[src/design/itfd_pkg.sv]
/*
 * itfd_pkg: shared constants and types of the input terminal function decoder.
 * Assumes a 32-bit APB slave with a 12-bit byte address and 5-bit terminal function codes.
 */
package itfd_pkg;

  ////////////////////////////////////////////////////////////////////////////
  // sizes
  localparam int TERM_COUNT = 6;
  localparam int CODE_W = 5;
  localparam int ADDR_W = 12;
  localparam int AUX_W = 16;
  localparam int IRQ_W = 4;

  ////////////////////////////////////////////////////////////////////////////
  // register byte offsets
  localparam logic [ADDR_W-1:0] ADDR_FUNC_LO = 12'h000;
  localparam logic [ADDR_W-1:0] ADDR_FUNC_HI = 12'h004;
  localparam logic [ADDR_W-1:0] ADDR_CFG = 12'h008;
  localparam logic [ADDR_W-1:0] ADDR_STATUS = 12'h00C;
  localparam logic [ADDR_W-1:0] ADDR_AUX = 12'h010;
  localparam logic [ADDR_W-1:0] ADDR_STEP = 12'h014;
  localparam logic [ADDR_W-1:0] ADDR_IRQ_ST = 12'h018;
  localparam logic [ADDR_W-1:0] ADDR_IRQ_MASK = 12'h01C;

  ////////////////////////////////////////////////////////////////////////////
  // field positions
  localparam int FUNC_FIELD_STRIDE = 8;   // code of terminal i at bits [8*(i%4)+4:8*(i%4)] of word i/4
  localparam int FUNC_PER_WORD = 4;
  localparam int CFG_EXT_BIT = 0;         // reference source is the terminals
  localparam int CFG_BASE_LSB = 1;        // base channel, 2 bits
  localparam int CFG_COMBO_LSB = 4;       // combination channel choice, 2 bits
  localparam int CFG_FCLR_BIT = 8;        // write 1 to clear a latched fault
  localparam int ST_LEVEL_LSB = 0;
  localparam int ST_INDEX_LSB = 8;
  localparam int ST_CHAN_LSB = 16;
  localparam int ST_PAUSE_BIT = 20;
  localparam int ST_FAULT_BIT = 21;
  localparam int IRQ_FAULT_BIT = 0;
  localparam int IRQ_PAUSE_BIT = 1;
  localparam int IRQ_CHAN_BIT = 2;
  localparam int IRQ_INDEX_BIT = 3;

  ////////////////////////////////////////////////////////////////////////////
  // reset values
  localparam logic [AUX_W-1:0] STEP_RESET = 16'h0001;
  localparam logic [AUX_W-1:0] AUX_RESET = 16'h0000;

  // saturation limits of the offset, in 18-bit signed arithmetic
  localparam logic signed [AUX_W+1:0] AUX_MAX = 18'sh0_7FFF;
  localparam logic signed [AUX_W+1:0] AUX_MIN = -18'sh0_8000;

  ////////////////////////////////////////////////////////////////////////////
  // terminal function codes
  localparam logic [CODE_W-1:0] FN_NONE = 5'h00;
  localparam logic [CODE_W-1:0] FN_PAUSE = 5'h08;
  localparam logic [CODE_W-1:0] FN_FAULT = 5'h09;
  localparam logic [CODE_W-1:0] FN_UP = 5'h0A;
  localparam logic [CODE_W-1:0] FN_DOWN = 5'h0B;
  localparam logic [CODE_W-1:0] FN_CLEAR = 5'h0C;
  localparam logic [CODE_W-1:0] FN_SW_AB = 5'h0D;
  localparam logic [CODE_W-1:0] FN_SW_CA = 5'h0E;
  localparam logic [CODE_W-1:0] FN_SW_CB = 5'h0F;
  localparam logic [CODE_W-1:0] FN_STEP1 = 5'h10;
  localparam logic [CODE_W-1:0] FN_STEP2 = 5'h11;
  localparam logic [CODE_W-1:0] FN_STEP3 = 5'h12;
  localparam logic [CODE_W-1:0] FN_STEP4 = 5'h13;
  localparam logic [CODE_W-1:0] FN_HOLD = 5'h14;

  // frequency reference channels
  typedef enum logic [1:0] {
    CH_A,
    CH_B,
    CH_COMBO
  } itfd_chan_t;

endpackage : itfd_pkg

[src/design/itfd_sync.sv]
/*
 * itfd_sync: two-flop synchroniser for a bus of asynchronous levels.
 * Assumes each bit is an independent level; no bus coherence is promised across bits.
 */
module itfd_sync #(
  parameter int WIDTH = 6
) (
  input wire logic pclk,
  input wire logic presetn,
  input wire logic [WIDTH-1:0] async_in,
  output logic [WIDTH-1:0] sync_out
);

  typedef struct packed {
    logic [WIDTH-1:0] meta;
    logic [WIDTH-1:0] stable;
  } itfd_sync_t;

  itfd_sync_t s_q;
  itfd_sync_t s_d;

  // first stage feeds only the second stage, to keep metastability contained
  always_comb begin
    s_d = s_q;
    s_d.meta = async_in;
    s_d.stable = s_q.meta;
  end

  ////////////////////////////////////////////////////////////////////////////
  // register the stages
  always_ff @(posedge pclk or negedge presetn) begin
    if (!presetn) begin
      s_q <= '0;
    end else begin
      s_q <= s_d;
    end
  end

  assign sync_out = s_q.stable;

endmodule : itfd_sync

[src/design/itfd_top.sv]
/*
 * itfd_top: decodes the function code of each digital input terminal and drives the
 * pause, fault, reference channel, raise/lower offset and multi-step speed outputs.
 * Assumes terminals are asynchronous levels, active high, and registers are on APB.
 */
// Functional notes
// RL1 - while a running-pause terminal is active the drive is told to decelerate to stop and all running state is kept.
// the code holds only raise/lower and the speed index; the clear terminal and channel swaps still act during pause.
// RL2 - when running pause is released the drive resumes the exact state it held before the pause.
// the code differs: a clear or swap terminal during pause still changes offset and channel.
// RL3 - an active external-fault terminal raises a fault alarm and stops the drive output.
// RL4 - raise and lower terminals change the setpoint offset only while the reference source is the terminals.
// RL5 - the clear terminal zeroes the raise/lower offset so the reference returns to the main channel.
// RL6 - the A/B switch terminal swaps the active reference between channel A and channel B.
// RL7 - the combination/A switch terminal swaps the active reference between the combination channel and channel A.
// RL8 - the combination/B switch terminal swaps the active reference between the combination channel and channel B.
// RL9 - the four multi-step terminals together form a four-bit index of sixteen preset speeds.
// RL10 - multi-step terminal 1 is the index low bit and terminal 4 the high bit.
// RL11 - while the speed-hold terminal is active the speed index is frozen.
// RL12 - a terminal with code zero has no effect whatever its level.
// RL13 - every terminal is synchronised to the control clock before decoding.
module itfd_top
  import itfd_pkg::*;
#(
  parameter int NTERM = TERM_COUNT
) (
  input wire logic pclk,
  input wire logic presetn,
  input wire logic psel,
  input wire logic penable,
  input wire logic pwrite,
  input wire logic [ADDR_W-1:0] paddr,
  input wire logic [31:0] pwdata,
  output logic [31:0] prdata,
  output logic pready,
  output logic pslverr,
  input wire logic [NTERM-1:0] term_in,
  output logic pause_stop,       // decelerate to stop, block raise/lower steps and hold speed index; clear still zeroes offset
  output logic fault_alarm,
  output logic drive_stop,
  output logic [1:0] ref_channel,
  output logic [1:0] combo_channel_select_param,
  output logic [AUX_W-1:0] aux_offset,
  output logic [3:0] speed_index,
  output logic irq
);

  typedef struct packed {
    logic [NTERM-1:0][CODE_W-1:0] codes;
    logic ext_src;
    logic [1:0] base_ch;
    logic [1:0] combo_sel;
    logic [AUX_W-1:0] step;
    logic [AUX_W-1:0] aux;
    logic [3:0] idx;
    logic [1:0] chan;
    logic pause;
    logic fault;
    logic up_prev;
    logic dn_prev;
    logic [IRQ_W-1:0] irq_st;
    logic [IRQ_W-1:0] irq_mask;
    logic irq;
    logic [31:0] rdata;
    logic ready;
    logic slverr;
  } itfd_state_t;

  itfd_state_t s_q;
  itfd_state_t s_d;
  logic [NTERM-1:0] lvl;

  ////////////////////////////////////////////////////////////////////////////
  // terminal synchronisers
  itfd_sync #(
    .WIDTH(NTERM)
  ) u_sync (
    .pclk(pclk),
    .presetn(presetn),
    .async_in(term_in),
    .sync_out(lvl)                       // see RL13
  );

  ////////////////////////////////////////////////////////////////////////////
  // decoding helpers

  // true when any terminal carrying this code is high; code zero never matches
  function automatic logic fn_active(
    input logic [NTERM-1:0][CODE_W-1:0] codes,
    input logic [NTERM-1:0] levels,
    input logic [CODE_W-1:0] code
  );
    logic hit;
    hit = 1'b0;
    for (int i = 0; i < NTERM; i++) begin
      if (codes[i] == code && codes[i] != FN_NONE && levels[i]) begin   // see RL12
        hit = 1'b1;
      end
    end
    return hit;
  endfunction : fn_active

  // true when the address names a mapped register
  function automatic logic addr_mapped(input logic [ADDR_W-1:0] a);
    logic ok;
    ok = 1'b0;
    case (a)
      ADDR_FUNC_LO, ADDR_FUNC_HI, ADDR_CFG, ADDR_STATUS: ok = 1'b1;
      ADDR_AUX, ADDR_STEP, ADDR_IRQ_ST, ADDR_IRQ_MASK: ok = 1'b1;
      default: ok = 1'b0;
    endcase
    return ok;
  endfunction : addr_mapped

  ////////////////////////////////////////////////////////////////////////////
  // next state
  always_comb begin
    logic f_pause;
    logic f_fault;
    logic f_up;
    logic f_dn;
    logic f_clr;
    logic f_ab;
    logic f_ca;
    logic f_cb;
    logic f_hold;
    logic [3:0] raw_idx;
    logic [1:0] ch;
    logic signed [AUX_W+1:0] sum;
    logic [IRQ_W-1:0] ev;
    logic wr;
    logic rd_setup;
    f_pause = fn_active(s_q.codes, lvl, FN_PAUSE);
    f_fault = fn_active(s_q.codes, lvl, FN_FAULT);
    f_up = fn_active(s_q.codes, lvl, FN_UP);
    f_dn = fn_active(s_q.codes, lvl, FN_DOWN);
    f_clr = fn_active(s_q.codes, lvl, FN_CLEAR);
    f_ab = fn_active(s_q.codes, lvl, FN_SW_AB);
    f_ca = fn_active(s_q.codes, lvl, FN_SW_CA);
    f_cb = fn_active(s_q.codes, lvl, FN_SW_CB);
    f_hold = fn_active(s_q.codes, lvl, FN_HOLD);
    // terminal 1 is the low bit, terminal 4 the high bit
    raw_idx = {fn_active(s_q.codes, lvl, FN_STEP4),
               fn_active(s_q.codes, lvl, FN_STEP3),
               fn_active(s_q.codes, lvl, FN_STEP2),
               fn_active(s_q.codes, lvl, FN_STEP1)};       // see RL9, see RL10
    sum = '0;
    ev = '0;
    wr = psel && penable && pwrite;
    rd_setup = psel && !penable;
    s_d = s_q;

    // pause is a level: raise/lower and the index below are held, while clear and channel
    // swaps still act, so release returns to the held values with nothing to restore
    s_d.pause = f_pause;                                  // see RL1, see RL2

    // fault latches until software clears it; a still-active input sets it again
    s_d.fault = s_q.fault | f_fault;                      // see RL3
    if (wr && paddr == ADDR_CFG && pwdata[CFG_FCLR_BIT]) begin
      s_d.fault = f_fault;
    end

    // raise/lower act on rising edges only, so a held switch gives one step
    s_d.up_prev = f_up;
    s_d.dn_prev = f_dn;
    if (f_clr) begin
      s_d.aux = AUX_RESET;                                // see RL5
    end else if (s_q.ext_src && !s_q.pause) begin         // see RL4, see RL1
      if (f_up && !s_q.up_prev && !(f_dn && !s_q.dn_prev)) begin
        sum = $signed({{2{s_q.aux[AUX_W-1]}}, s_q.aux}) + $signed({2'b00, s_q.step});
        s_d.aux = (sum > AUX_MAX) ? AUX_MAX[AUX_W-1:0] : sum[AUX_W-1:0];
      end else if (f_dn && !s_q.dn_prev && !(f_up && !s_q.up_prev)) begin
        sum = $signed({{2{s_q.aux[AUX_W-1]}}, s_q.aux}) - $signed({2'b00, s_q.step});
        s_d.aux = (sum < AUX_MIN) ? AUX_MIN[AUX_W-1:0] : sum[AUX_W-1:0];
      end
    end

    // channel selection: swaps are applied in order A/B, combo/A, combo/B
    ch = (s_q.base_ch == 2'(CH_COMBO)) ? 2'(CH_COMBO) : s_q.base_ch;
    if (f_ab) begin
      if (ch == 2'(CH_A)) begin
        ch = 2'(CH_B);                                    // see RL6
      end else if (ch == 2'(CH_B)) begin
        ch = 2'(CH_A);                                    // see RL6
      end
    end
    if (f_ca) begin
      if (ch == 2'(CH_A)) begin
        ch = 2'(CH_COMBO);                                // see RL7
      end else if (ch == 2'(CH_COMBO)) begin
        ch = 2'(CH_A);                                    // see RL7
      end
    end
    if (f_cb) begin
      if (ch == 2'(CH_B)) begin
        ch = 2'(CH_COMBO);                                // see RL8
      end else if (ch == 2'(CH_COMBO)) begin
        ch = 2'(CH_B);                                    // see RL8
      end
    end
    s_d.chan = ch;

    // speed index tracks the terminals unless held or paused
    if (!f_hold && !s_q.pause) begin
      s_d.idx = raw_idx;                                  // see RL11, see RL1
    end

    // events; a new event wins over a clear in the same cycle
    ev[IRQ_FAULT_BIT] = f_fault && !s_q.fault;
    ev[IRQ_PAUSE_BIT] = f_pause && !s_q.pause;
    ev[IRQ_CHAN_BIT] = s_d.chan != s_q.chan;
    ev[IRQ_INDEX_BIT] = s_d.idx != s_q.idx;
    s_d.irq_st = s_q.irq_st;
    if (wr && paddr == ADDR_IRQ_ST) begin
      s_d.irq_st = s_q.irq_st & ~pwdata[IRQ_W-1:0];
    end
    s_d.irq_st = s_d.irq_st | ev;

    // register writes, taken in the access phase
    if (wr) begin
      case (paddr)
        ADDR_FUNC_LO: begin
          for (int i = 0; i < FUNC_PER_WORD && i < NTERM; i++) begin
            s_d.codes[i] = pwdata[i*FUNC_FIELD_STRIDE +: CODE_W];
          end
        end
        ADDR_FUNC_HI: begin
          for (int i = FUNC_PER_WORD; i < NTERM; i++) begin
            s_d.codes[i] = pwdata[(i-FUNC_PER_WORD)*FUNC_FIELD_STRIDE +: CODE_W];
          end
        end
        ADDR_CFG: begin
          s_d.ext_src = pwdata[CFG_EXT_BIT];
          s_d.base_ch = pwdata[CFG_BASE_LSB +: 2];
          s_d.combo_sel = pwdata[CFG_COMBO_LSB +: 2];
        end
        ADDR_STEP: s_d.step = pwdata[AUX_W-1:0];
        ADDR_IRQ_MASK: s_d.irq_mask = pwdata[IRQ_W-1:0];
        default: begin
        end
      endcase
    end

    // read data and error are captured in the setup phase; zero wait states
    s_d.ready = 1'b1;
    if (rd_setup) begin
      s_d.rdata = '0;
      s_d.slverr = !addr_mapped(paddr);
      case (paddr)
        ADDR_FUNC_LO: begin
          for (int i = 0; i < FUNC_PER_WORD && i < NTERM; i++) begin
            s_d.rdata[i*FUNC_FIELD_STRIDE +: CODE_W] = s_q.codes[i];
          end
        end
        ADDR_FUNC_HI: begin
          for (int i = FUNC_PER_WORD; i < NTERM; i++) begin
            s_d.rdata[(i-FUNC_PER_WORD)*FUNC_FIELD_STRIDE +: CODE_W] = s_q.codes[i];
          end
        end
        ADDR_CFG: begin
          s_d.rdata[CFG_EXT_BIT] = s_q.ext_src;
          s_d.rdata[CFG_BASE_LSB +: 2] = s_q.base_ch;
          s_d.rdata[CFG_COMBO_LSB +: 2] = s_q.combo_sel;
        end
        ADDR_STATUS: begin
          s_d.rdata[ST_LEVEL_LSB +: NTERM] = lvl;
          s_d.rdata[ST_INDEX_LSB +: 4] = s_q.idx;
          s_d.rdata[ST_CHAN_LSB +: 2] = s_q.chan;
          s_d.rdata[ST_PAUSE_BIT] = s_q.pause;
          s_d.rdata[ST_FAULT_BIT] = s_q.fault;
        end
        ADDR_AUX: s_d.rdata[AUX_W-1:0] = s_q.aux;
        ADDR_STEP: s_d.rdata[AUX_W-1:0] = s_q.step;
        ADDR_IRQ_ST: s_d.rdata[IRQ_W-1:0] = s_q.irq_st;
        ADDR_IRQ_MASK: s_d.rdata[IRQ_W-1:0] = s_q.irq_mask;
        default: s_d.rdata = '0;
      endcase
    end

    // level interrupt from the new status so it rises with the event
    s_d.irq = |(s_d.irq_st & s_d.irq_mask);
  end

  ////////////////////////////////////////////////////////////////////////////
  // state register
  always_ff @(posedge pclk or negedge presetn) begin
    if (!presetn) begin
      s_q <= '0;
      s_q.step <= STEP_RESET;
    end else begin
      s_q <= s_d;
    end
  end

  ////////////////////////////////////////////////////////////////////////////
  // outputs straight from the state register
  assign prdata = s_q.rdata;
  assign pready = s_q.ready;
  assign pslverr = s_q.slverr;
  assign pause_stop = s_q.pause;
  assign fault_alarm = s_q.fault;
  assign drive_stop = s_q.fault;         // see RL3
  assign ref_channel = s_q.chan;
  assign combo_channel_select_param = s_q.combo_sel;
  assign aux_offset = s_q.aux;
  assign speed_index = s_q.idx;
  assign irq = s_q.irq;

endmodule : itfd_top

[config.mk]
export PLATFORM = sky130hd
export DESIGN_NAME = itfd_top
export DESIGN_NICKNAME = d
export VERILOG_FILES = /design/src/design/itfd_pkg.sv /design/src/design/itfd_sync.sv /design/src/design/itfd_top.sv
export SDC_FILE = /design/constraint.sdc
export NUM_CORES = 1
export LEC_CHECK = 0
export ABC_CLOCK_PERIOD_IN_PS = 3400
export BUFFER_PORTS_ARGS = -buffer_cell sky130_fd_sc_hd__buf_2
export CELL_PAD_IN_SITES_DETAIL_PLACEMENT = 0
export CELL_PAD_IN_SITES_GLOBAL_PLACEMENT = 2
export CORE_ASPECT_RATIO = 0.7
export CORE_MARGIN = 2
export CORE_UTILIZATION = 33
export CTS_BUF_LIST = sky130_fd_sc_hd__clkbuf_16
export CTS_CLUSTER_SIZE = 28
export DETAILED_ROUTE_END_ITERATION = 12
export HOLD_SLACK_MARGIN = 0.06
export PLACE_DENSITY_LB_ADDON = 0.15
export SYNTH_ARGS = -nofsm -noshare
export SYNTH_HDL_FRONTEND = slang
export SYNTH_SLANG_ARGS = --single-unit
[constraint.sdc]
create_clock -name pclk -period 3.4 [get_ports pclk]
set_clock_uncertainty 0.1 [all_clocks]
set_input_delay 0.85 -clock pclk [delete_from_list [all_inputs] [get_ports pclk]]
set_output_delay 0.85 -clock pclk [all_outputs]
set_load 0.1 [all_outputs]
# After elaboration in Yosys (flattened, before gate mapping)
# Memories as Yosys holds them, arrays and structs flattened.
# Index checks and enable logic that the tools add are counted.
# W data, S select, Z words.
[op_classes] eq_ne=92 n_lt_le_gt_ge=2 bitwise=5 n_addsub=2 muxes=114 n_reduce_logical=197
[op_table] op="$eq A5 B4 Y1 const B" n=48
[op_table] op="$logic_and A1 B1 Y1" n=170
[op_table] op="$eq A5 B5 Y1 const B" n=30
[op_table] op="$mux W16" n=6
[op_table] op="$mux W1" n=82
[op_table] op="$eq A12 B5 Y1 const B" n=4
[op_table] op="$reduce_bool A5 Y1" n=6
[op_table] op="$eq A12 B4 Y1 const B" n=2
[op_table] op="$pmux W3 S8" n=1
[op_table] op="$mux W2" n=11
[op_table] op="$pmux W4 S5" n=1
[op_table] op="$add A16 B17 Y18" n=1
[op_table] op="$gt A18 B16 Y1 const B" n=1
[op_table] op="$lt A18 B16 Y1 const B" n=1
[op_table] op="$sub A16 B17 Y18" n=1
[op_table] op="$mux W4" n=4
[op_table] op="$eq A12 B3 Y1 const B" n=1
[op_table] op="$logic_not A12 Y1" n=1
[op_table] op="$reduce_and A2 Y1" n=5
[op_table] op="$logic_not A1 Y1" n=9
[op_table] op="$and A4 B4 Y4" n=2
[op_table] op="$pmux W1 S4" n=2
[op_table] op="$pmux W2 S2" n=2
[op_table] op="$logic_not A7 Y1" n=1
[op_table] op="16 further kinds" n=20
[totals] in_bits=55 reg_bits=127 memories=1 out_inout_bits=62 mem_bits_ro=32
[memory_table] name="(name not given)" depth=32 width=1 rd=1 rd_ports_with_merged_regs=0 write_ports=0 line_no="itfd_top.sv:107" rtl="case (a)"

# Longest topological paths before layout
# Gate-level depths: netlist of run 1.
[logic_depth] ltp_word=22 mapped_depth=14 mapped_depth_nobuf=13

# Modules after synthesis
# From an unflattened synthesis of run 1, not the netlist that was laid out.
[hier_totals] hier_cells=955 hier_area_um2=8592.0
[by_module_without_submodules] mod="itfd_top" area_per_inst_um2=8291.7 instances=1 cells_each=943
[by_module_without_submodules] mod="itfd_sync" area_per_inst_um2=300.3 instances=1 cells_each=12

# Least setup slack after synthesis of run 1
# OpenSTA, ideal clock, no wires.
[synth_timing] kind="reg2reg" startpoint="reg s_q[69] (netlist name)" endpoint="reg s_q (netlist bit aux_offset[3])" path_slack_ns=0.244 t_required_ns=3.234 arrival_ns=2.990 stages_incl_launch_ff=14 path_buffers=1 synth_period_minus_slack_ns=3.156 path_cell_list="dfstp_2 -> ha_1 -> inv_1 -> fa_1 -> a211oi_1 -> o21bai_1 -> a221oi_2 -> o221ai_1 -> a21oi_1 -> o21bai_1 -> a32o_1 -> nor3_4 -> buf_6 -> a221o_1"
[synth_between] elab_chain_len=7
[synth_rtl] element="from (decl)" line_no="itfd_top.sv:69" rtl="itfd_state_t s_q;"
[synth_rtl] element="$sub A16 B17 Y18" line_no="itfd_top.sv:173" rtl="sum = $signed({{2{s_q.aux[AUX_W-1]}}, s_q.aux}) - $signed({2'b00, s_q.step});"
[synth_rtl] element="$lt A18 B16 Y1" line_no="itfd_top.sv:174" rtl="s_d.aux = (sum < AUX_MIN) ? AUX_MIN[AUX_W-1:0] : sum[AUX_W-1:0];"
[synth_rtl] element="$mux W16" line_no="itfd_top.sv:174"
[synth_rtl] element="$mux W16" line_no="itfd_top.sv:172" rtl="end else if (f_dn && !s_q.dn_prev && !(f_up && !s_q.up_prev)) begin"
[synth_rtl] element="$mux W16 *" line_no="itfd_top.sv:169" rtl="if (f_up && !s_q.up_prev && !(f_dn && !s_q.dn_prev)) begin"
[synth_rtl] element="$mux W16 *" line_no="itfd_top.sv:168" rtl="end else if (s_q.ext_src && !s_q.pause) begin"
[synth_rtl] element="$mux W16 *" line_no="itfd_top.sv:166" rtl="if (f_clr) begin"
# Mark *: on every way between the ends. The rest lies on a longest branch, timed or not. The select of a mux whose other input is x is not followed.
# A chain may end at the register's enable or synchronous reset.

# Worst setup path in the final report of run 1
[layout_timing] startpoint="reg s_q[69] (netlist name)" endpoint="reg s_q (netlist bit aux_offset[7])"
# Same word-level chain as after synthesis.

==> reports/qor.txt, run 1 <==
Initial antenna violation count: 1
Iter 0 DRT Violations: 512
TritonRoute pass-1 iters: 5
Reg-to-Reg End: aux_offset[7]$_DFFE_PN0P_
Gpl congestion: 0.894
Vias post-DR: 7174
Ys flop type: dfrtp_1
Syn Inst Count: 907
Crit share post-route: 0.986
Via-per-instance ratio: 5.26
Site row count: 48
Post-synthesis cell area: 0.00845 mm^2
CTS sink count: 127
Port Buffers: 105
Core ar.: 0.0249 mm^2
# Max-Cap Violations: 0
Critical path fanouts, max: 6
Register area share after synthesis: 0.376
FMAX: 0.298 GHz
#FFs+latches synth: 127
Fin. Hold Viols: 0
Maximum VDD drop: 0.000343 V
# DRC: 0
Critical Path AT: 3.62 ns
Clock transition at path regs: 0.06 ns
GRT Residual Overflow: 0
N_diodes: 0
Setup violations, final: 0
Die W: 195 um
# IOs: 117
Vias in the first global route: 6770
Slew HR: 0.503
Number of H-tree levels: 4
Pins Over Slew Limit: 0
DIE AREA: 0.0269 mm^2
Worst slew pin tran: 0.736 ns
Number of synthesized flops with an enable pin: 0
Reg-to-reg startpoint: s_q[69]$_DFFE_PN1P_
HPWL after DPL: 22000 um
Clock root buffer: clkbuf_16
Req. time, crit path: 3.67 ns
Design area: 0.0102 mm^2
Nets: 1116
Initial Util: 0.339
Global-route wire length before repair: 42900 um
Worst skew pair latency: 0.43 ns
Core Util, Final: 0.411
Pleak: 4.80 nW
DR WL/cell: 20.9 um
Crit path capture type: flip-flop
Largest net degree at the start of global routing: 54
PnR Total Power: 3.57 mW
Reg2Reg Depth: 14
Worst R2R Setup Slack: 0.05 ns
Placed instance area: 0.00949 mm^2
CTS tree: yes
Yosys cell types: 91
Syn avg cell area: 9.32 um^2
Synth warnings: 0
Die extent in y: 138 um
Pwr dens: 349 mW/mm^2
Ratio of cells with drive above 1 in the final layout: 0.309
Clock Tree Buf Depth: 2
Async SR Flop Fraction: 1.00
Setup Crit Path Kind: flip-flop to flip-flop
Inserted Clock Buffers: 17
Antenna Violating Nets Remaining: 0
Worst hold path type: input pin to async pin
Status: complete, no violations
CP startpoint: s_q[69]$_DFFE_PN1P_
Startpoint types: flip-flop
GRT Util Overall: 0.217
Fin crit period: 3.35 ns
Post-Route WL: 28500 um
Layout area overhead: 21.0%
RSZ-0062 raised after global routing: yes
## synth_stat cells, types with 5 or more instances
cell type,n,share of area
dfrtp_1,126,0.37
nand2_1,99,0.044
o21ai_0,63,0.037
buf_4,61,0.054
inv_1,46,0.020
mux2_2,44,0.059
a21oi_1,43,0.025
nor2_1,39,0.017
ha_1,34,0.050
xnor2_1,28,0.029
clkbuf_1,27,0.012
nor3_1,20,0.012
a22oi_1,19,0.017
nand2b_1,18,0.013
buf_2,15,0.0089
a221o_1,14,0.017
nor2b_1,12,0.0089
o22ai_1,10,0.0074
nand3_1,9,0.0053
nand4b_1,9,0.0093
a211oi_1,8,0.0071
a21o_1,8,0.0071
a211o_1,7,0.0073
a221oi_1,7,0.0073
nand4_1,7,0.0052
a31oi_1,6,0.0044
o21bai_1,6,0.0053
o32ai_1,6,0.0062
and2_1,5,0.0037
and3_1,5,0.0037
## layout make-up
class                           count  area [um^2]
Clock buffer                       17          425
Tap cell                          325          407
Multi-Input combinational cell    631         4560
Inverter                           47          176
Clock inverter                     15          160
Fill cell                        2527        14700
Timing Repair Buffer              201         1320
Sequential cell                   127         3180
## power breakdown
group,switching (mW),leakage (nW),internal [mW]
sequential,0.0120,1.63,1.52
clock,0.774,0.285,1.09
combinational,0.128,2.89,0.0418
## layout by cell type, fill, tap and decap left out, drive strengths merged, types with 8 or more instances in the layout
cell,count
clkbuf,18
xnor2,28
inv,52
nand2,99
mux2,44
a22oi,19
nor2,40
buf,200
o22ai,10
nand3,9
dfrtp,126
a21o,8
nand2b,18
nor2b,13
ha,34
nor3,23
a211oi,8
a21oi,44
a221o,14
o21ai,66
a221oi,8
nand4b,10
## registers in the layout, indices dropped and copies added, names as in the netlist
register	count
s_q	59
prdata	27
aux_offset	16
u_sync.s_d	6
u_sync.sync_out	6
speed_index	4
combo_channel_select_param	2
ref_channel	2
drive_stop	1
irq	1
pause_stop	1
pready	1
pslverr	1
## how the worst max path moves through the flow
stage / end / slack [ns] / cells past startpoint
2_1_floorplan: aux_offset[3]$_DFFE_PN0P_ / 0.24 / 13
3_3_place_gp: aux_offset[13]$_DFFE_PN0P_ / -0.08 / 13
3_5_place_dp: aux_offset[13]$_DFFE_PN0P_ / -0.12 / 13
4_1_cts: aux_offset[2]$_DFFE_PN0P_ / 0.007 / 13
5_1_grt: aux_offset[7]$_DFFE_PN0P_ / -0.1 / 14
6_report: aux_offset[7]$_DFFE_PN0P_ / 0.05 / 14
## cells by family after synthesis
family                   after synthesis  share of synthesized area
AND/OR/NAND/NOR                      262                      0.163
AO/OA/AOI/OAI                        247                      0.205
buffers and inverters                153                     0.0990
flip-flops                           127                      0.376
multiplexers                          49                     0.0690
adder cells (fa/ha/maj)               36                     0.0551
XOR/XNOR                              31                     0.0321
other                                  2                   0.000888
## timing repair
action / 4_1_cts / 5_1_grt
resized for setup: 4 / 19
pin swaps: 3 / 12
hold buffers: 0 / 0
setup buffers: 2 / 3
setup endpoints to repair: 14 / 15
gates cloned: 0 / 1
## worst max-delay path, stage by stage, from the launching register on
cell,delay (ns)
dfstp_2,0.57
ha_4,0.14
inv_2,0.03
fa_2,0.34
a211oi_2,0.24
o21bai_2,0.12
a221oi_2,0.22
buf_4,0.17
o221ai_4,0.12
a21oi_2,0.19
o21bai_1,0.08
a32o_2,0.29
nor3_4,0.32
clkbuf_16,0.23
a221o_1,0.13
## metrics by stage
step | hold slack [ns] | setup TNS (ns) | setup WS, ns | cells
6_report | 0.248 | 0 | 0.0476 | 1363
4_1_cts | 0.249 | 0 | 0.00687 | 1359
5_1_grt | 0.257 | -1.08 | -0.0981 | 1363
3_3_place_gp | 0.232 | -0.700 | -0.0806 | 1325
3_5_place_dp | 0.235 | -1.20 | -0.118 | 1325
2_1_floorplan | 0.231 | 0 | 0.244 | 911
## layer usage
metal,up-vias,global-route usage,share of wire
met5,-,0,0
met4,0,0.0399,0.0067
met3,15,0.0518,0.058
met2,217,0.280,0.38
met1,3484,0.354,0.56
li1,3458,-,-
No activity file was read; power rests on OpenSTA's default activity.
==> run 2: changes to the inputs <==
--- a/config.mk
+++ b/config.mk
@@ -6,7 +6,7 @@
 export NUM_CORES = 1
 export LEC_CHECK = 0
 export ABC_CLOCK_PERIOD_IN_PS = 3400
-export BUFFER_PORTS_ARGS = -buffer_cell sky130_fd_sc_hd__buf_2
+export BUFFER_PORTS_ARGS = -buffer_cell sky130_fd_sc_hd__buf_4
 export CELL_PAD_IN_SITES_DETAIL_PLACEMENT = 0
 export CELL_PAD_IN_SITES_GLOBAL_PLACEMENT = 2
 export CORE_ASPECT_RATIO = 0.7
@@ -15,7 +15,7 @@
 export CTS_BUF_LIST = sky130_fd_sc_hd__clkbuf_16
 export CTS_CLUSTER_SIZE = 28
 export DETAILED_ROUTE_END_ITERATION = 12
-export HOLD_SLACK_MARGIN = 0.06
+export HOLD_SLACK_MARGIN = 0.02
 export PLACE_DENSITY_LB_ADDON = 0.15
 export SYNTH_ARGS = -nofsm -noshare
 export SYNTH_HDL_FRONTEND = slang
==> reports/qor.txt, run 2 (same netlist as run 1, synthesis figures left out) <==
Logic gate share of total power: 0.049
Hold depth: 0
Sw power: 0.901 mW
Initial antenna violation count: 0
Iter 0 DRT Violations: 621
Maximum VDD drop: 0.000358 V
Pins Over Slew Limit: 0
Ratio of cells with drive above 1 in the final layout: 0.304
DR WL/cell: 21.2 um
CTS tree: yes
Status: complete, no violations
Largest net degree at the start of global routing: 55
Number of H-tree levels: 4
# IOs: 117
Clock Tree Buf Depth: 2
Inserted Clock Buffers: 17
Hold-fix buffer count after cts: 0
Die extent in y: 138 um
DIE AREA: 0.0269 mm^2
Critical path fanouts, max: 6
Antenna Violating Nets Remaining: 0
Final std cells w/o fill: 1361
Core Util, Final: 0.423
Setup violations, final: 0
Sequential share of power: 0.406
Gpl congestion: 0.897
PnR Total Power: 3.78 mW
Worst slew pin tran: 0.773 ns
Vias in the first global route: 7027
Pleak: 4.86 nW
Req. time, crit path: 3.68 ns
Startpoint types: flip-flop
FMAX: 0.299 GHz
Site row count: 48
Worst hold path type: flip-flop to flip-flop
Int Power: 2.88 mW
Via-per-instance ratio: 5.31
GRT Residual Overflow: 0
RSZ-0062 raised after global routing: yes
Layout area overhead: 24.6%
Worst R2R Setup Slack: 0.05 ns
Fin crit period: 3.35 ns
N_diodes: 0
Clock root buffer: clkbuf_16
Global-route wire length before repair: 43500 um
Sw frac: 0.238
Reg2Reg Depth: 14
Vias post-DR: 7229
Largest register FFs: 59
Worst skew pair latency: 0.44 ns
Fin. Hold Viols: 0
Setup Crit Path Kind: flip-flop to flip-flop
Crit share post-route: 0.984
Critical Path AT: 3.62 ns
Crit path capture type: flip-flop
Die W: 195 um
Slew HR: 0.477
Nets: 1114
Port Buffers: 105
Core ar.: 0.0249 mm^2
Clock share of power: 0.544
Filler cells: 2582
Post-Route WL: 28900 um
CTS sink count: 127
Initial Util: 0.339
Clock transition at path regs: 0.06 ns
Most common cell after layout, fill and taps aside: buf_4
# Max-Cap Violations: 0
GRT Util Overall: 0.219
TritonRoute pass-1 iters: 5
# DRC: 0
Most frequent cells in the layout: buf_4, dfrtp_1, nand2_1
Placed insts: 1324
Pwr dens: 359 mW/mm^2
Reg with most FFs: s_q
HPWL after DPL: 22000 um
==> run 2: changes by cell type in the layout (fill, tap and decap cells not counted), moves of 2 or more <==
cell,before,now
buf_2,104,0
buf_4,91,192
bufinv_16,2,5
clkinv_1,0,3
inv_6,5,2
clkinv_2,3,1
==> run 2: power by group through the flow <==
stage	Sequential [mW]	Clock, mW	Combinational (mW)
finish	1.54	2.06	0.187
global route	1.54	2.17	0.204
CTS	1.54	2.10	0.191
detailed placement	1.56	0	0.190
global placement	1.56	0	0.190
floorplan	1.57	0	0.0678
==> run 2: what timing repair did <==
action / CTS / global route
buffers inserted: 2 / 2
gates resized for setup: 5 / 16
cloned: 0 / 1
endpoints found under the setup margin: 14 / 15
pin swaps: 6 / 11
==> run 2: metal layers <==
metal  track usage  share of wire  routed length (um)
met5             0              0                   0
met4        0.0377         0.0076                 220
met3        0.0443          0.053                1520
met2         0.289           0.38               11000
met1         0.359           0.56               16200
==> run 2: critical path: stages, from the launching register on <==
cell and delay, ns:
dfstp_2 0.57, ha_4 0.15, inv_2 0.04, fa_2 0.34, a211oi_2 0.22, o21bai_2 0.11, a221oi_2 0.23, buf_4 0.18
o221ai_4 0.14, a21oi_2 0.16, o21bai_1 0.07, a32o_2 0.30, nor3_4 0.32, clkbuf_16 0.22, a221o_1 0.13
==> run 2: path summary, 6_finish.rpt <==
path | from | endpoint
setup / recovery | s_q[69]$_DFFE_PN1P_ | aux_offset[7]$_DFFE_PN0P_
min in group asynchronous | presetn | u_sync.s_d[0]$_DFF_PN0_
max in group asynchronous | presetn | s_q[69]$_DFFE_PN1P_
hold reg to reg | u_sync.s_d[5]$_DFF_PN0_ | u_sync.sync_out[5]$_DFF_PN0_
hold / removal | u_sync.s_d[5]$_DFF_PN0_ | u_sync.sync_out[5]$_DFF_PN0_
setup reg to reg | s_q[69]$_DFFE_PN1P_ | aux_offset[7]$_DFFE_PN0P_
==> run 2: metrics by stage <==
step	hold slack (ns)	TNS, ns	setup WS [ns]	area (um^2)
after floorplan	0.231	0	0.244	8470
after global placement	0.233	-1.09	-0.102	9750
after detailed placement	0.235	-1.38	-0.122	9750
after CTS	0.249	0	0.00386	10400
after global routing	0.259	-0.829	-0.0872	10500
final	0.248	0	0.0539	10500
==> run 2: final cells by class <==
| cell class | count | area, um^2 | area share |
|---|---|---|---|
| Clock buffer | 17 | 425 | 0.0404 |
| Inverter | 47 | 176 | 0.0168 |
| Multi-Input combinational cell | 631 | 4550 | 0.432 |
| Tap cell | 325 | 407 | 0.0386 |
| Timing Repair Buffer | 199 | 1580 | 0.150 |
| Clock inverter | 15 | 216 | 0.0206 |
| Sequential cell | 127 | 3180 | 0.302 |
==> run 3: changes to the inputs <==
--- a/config.mk
+++ b/config.mk
@@ -19,4 +19,5 @@
 export PLACE_DENSITY_LB_ADDON = 0.15
 export SYNTH_ARGS = -nofsm -noshare
 export SYNTH_HDL_FRONTEND = slang
+export SYNTH_HIERARCHICAL = 1
 export SYNTH_SLANG_ARGS = --single-unit
==> reports/qor.txt, run 3 <==
Status: complete, no violations
Global-route wire length before repair: 46200 um
Largest register FFs: 59
Crit share post-route: 0.993
Gr busiest metal: met1
Clock root buffer: clkbuf_16
CP startpoint: aux_offset[4]$_DFFE_PN0P_
Async SR Flop Fraction: 1.00
HPWL after DPL: 23300 um
Number of H-tree levels: 4
Critical Path AT: 3.60 ns
Met1 Usage GRT: 0.371
CTS tree: yes
Largest net degree at the start of global routing: 56
Slew HR: 0.470
Gpl congestion: 0.946
Grt met2 use: 0.281
Reg-to-reg startpoint: aux_offset[4]$_DFFE_PN0P_
Syn avg cell area: 9.00 um^2
Hold-fix buffer count after cts: 0
Initial antenna violation count: 0
Initial Util: 0.335
Vias post-DR: 7628
Clock transition at path regs: 0.06 ns
Top cell type by total area after synthesis: dfrtp_1
Filler cells: 2602
Worst slew pin tran: 0.785 ns
Most frequent cells in the layout: buf_4, dfrtp_1, nand2_1
Multi-input gate area: 0.00480 mm^2
TritonRoute pass-1 iters: 5
CTS sink count: 127
Die extent in y: 139 um
GRT Util Overall: 0.225
FMAX: 0.296 GHz
Register area: 0.00318 mm^2
Antenna Violating Nets Remaining: 0
N_diodes: 0
RSZ-0062 raised after global routing: yes
# DRC: 0
DIE AREA: 0.0274 mm^2
Hold wc startpoint: u_sync/s_d[2]$_DFF_PN0_
Req. time, crit path: 3.62 ns
Number of synthesized flops with an enable pin: 0
GRT Residual Overflow: 0
Yosys cell types: 84
Startpoint types: flip-flop
Worst hold path type: flip-flop to flip-flop
Inserted Clock Buffers: 17
Met3 Use GR: 0.0606
Core ar.: 0.0256 mm^2
Syn Inst Count: 955
DR WL/cell: 21.1 um
Nets: 1170
# Max-Cap Violations: 0
Pwr dens: 346 mW/mm^2
Via-per-instance ratio: 5.36
Site row count: 49
Core Util, Final: 0.421
Pleak: 4.90 nW
Setup violations, final: 0
Layout area overhead: 25.7%
Iter 0 DRT Violations: 542
Ratio of cells with drive above 1 in the final layout: 0.300
Ys flop type: dfrtp_1
Setup Crit Path Kind: flip-flop to flip-flop
Vias in the first global route: 7458
Post-synthesis cell area: 0.00859 mm^2
Most common cell in the netlist: dfrtp_1
Post-Route WL: 30100 um
Reg with most FFs: s_q
Fin crit period: 3.37 ns
Die W: 197 um
Synth warnings: 6
Register area share after synthesis: 0.370
Synth top area cells: dfrtp_1, mux2_2, buf_4
Synth top cells by count: dfrtp_1, nand2_1, o21ai_0, nor2_1, buf_4
#FFs+latches synth: 127
Clock Tree Buf Depth: 2
Pins Over Slew Limit: 0
Placed insts: 1389
Maximum VDD drop: 0.000303 V
# IOs: 117
Fin. Hold Viols: 0
Crit path capture type: flip-flop
Port Buffers: 105
Critical path fanouts, max: 4
Most common cell after layout, fill and taps aside: buf_4
Worst skew pair latency: 0.44 ns
Final std cells w/o fill: 1423
Yosys top cell area share: 0.367
[run 3: final timing paths]
kind / cells past startpoint / slack, ns / to
min in group asynchronous: 1 / 0.29 / prdata[19]$_DFFE_PN0P_
min: 0 / 0.25 / u_sync/sync_out[2]$_DFF_PN0_
max reg2reg: 10 / 0.03 / aux_offset[14]$_DFFE_PN0P_
max in group asynchronous: 2 / 2.17 / s_q[69]$_DFFE_PN1P_
min reg2reg: 0 / 0.25 / u_sync/sync_out[2]$_DFF_PN0_
max: 10 / 0.03 / aux_offset[14]$_DFFE_PN0P_
[run 3: final cells by class]
type                       count  area share
multi-input combinational    683       0.445
sequential                   127       0.294
timing repair buffer         206       0.150
clock buffer                  17      0.0394
tap                          331      0.0384
clock inverter                15      0.0170
inverter                      44      0.0153
[run 3: routing by layer]
metal	vias up	wire length (um)
met5	-	0
met4	0	261
met3	21	2060
met2	216	11300
met1	3747	16400
li1	3644	-
[run 3: timing repair]
action,CTS,global route
pin swaps,3,15
resized for setup,5,30
gates cloned,1,0
buffers inserted,3,1
setup endpoints to repair,11,15
[run 3: cells by family (layout without fill, tap and decap cells)]
group                      count (synthesis)  in the layout  share of synthesized area
xor gates and xnor gates                  18             18                     0.0183
adders and majority gates                 36             36                     0.0542
AOI/OAI and AO/OA                        252            252                      0.199
and+or+nand+nor                          305            305                      0.175
muxes                                     66             66                     0.0903
buffers and inverters                    149            282                     0.0920
DFF                                      127            127                      0.370
other                                      2              6                   0.000874
[run 3: critical path: stages (launching register included)]
cell      delay, ns
dfrtp_1        0.41
buf_4          0.17
ha_1           0.24
or3_4          0.39
o311a_1        0.41
a211o_1        0.34
o211a_2        0.17
o211ai_4       0.19
nand2_2        0.12
or4b_1         0.47
a32o_1         0.25
[run 3: per-stage QoR]
stage | power (mW) | TNS [ns] | hold WS (ns) | setup WS [ns] | cell area, um^2
after global placement | 1.82 | -0.362 | 0.232 | -0.0981 | 9990
after floorplan | 1.70 | 0 | 0.231 | 0.193 | 8610
after CTS | 3.78 | 0 | 0.254 | 0.0180 | 10700
final | 3.73 | 0 | 0.251 | 0.0250 | 10800
after detailed placement | 1.82 | -0.384 | 0.239 | -0.101 | 9990
after global routing | 3.87 | -0.527 | 0.256 | -0.102 | 10800
[run 3: power breakdown]
part | total (mW) | switching [mW] | internal, mW
clock | 1.94 | 0.774 | 1.16
combinational | 0.258 | 0.180 | 0.0776
sequential | 1.54 | 0.0121 | 1.53
total | 3.73 | 0.967 | 2.77
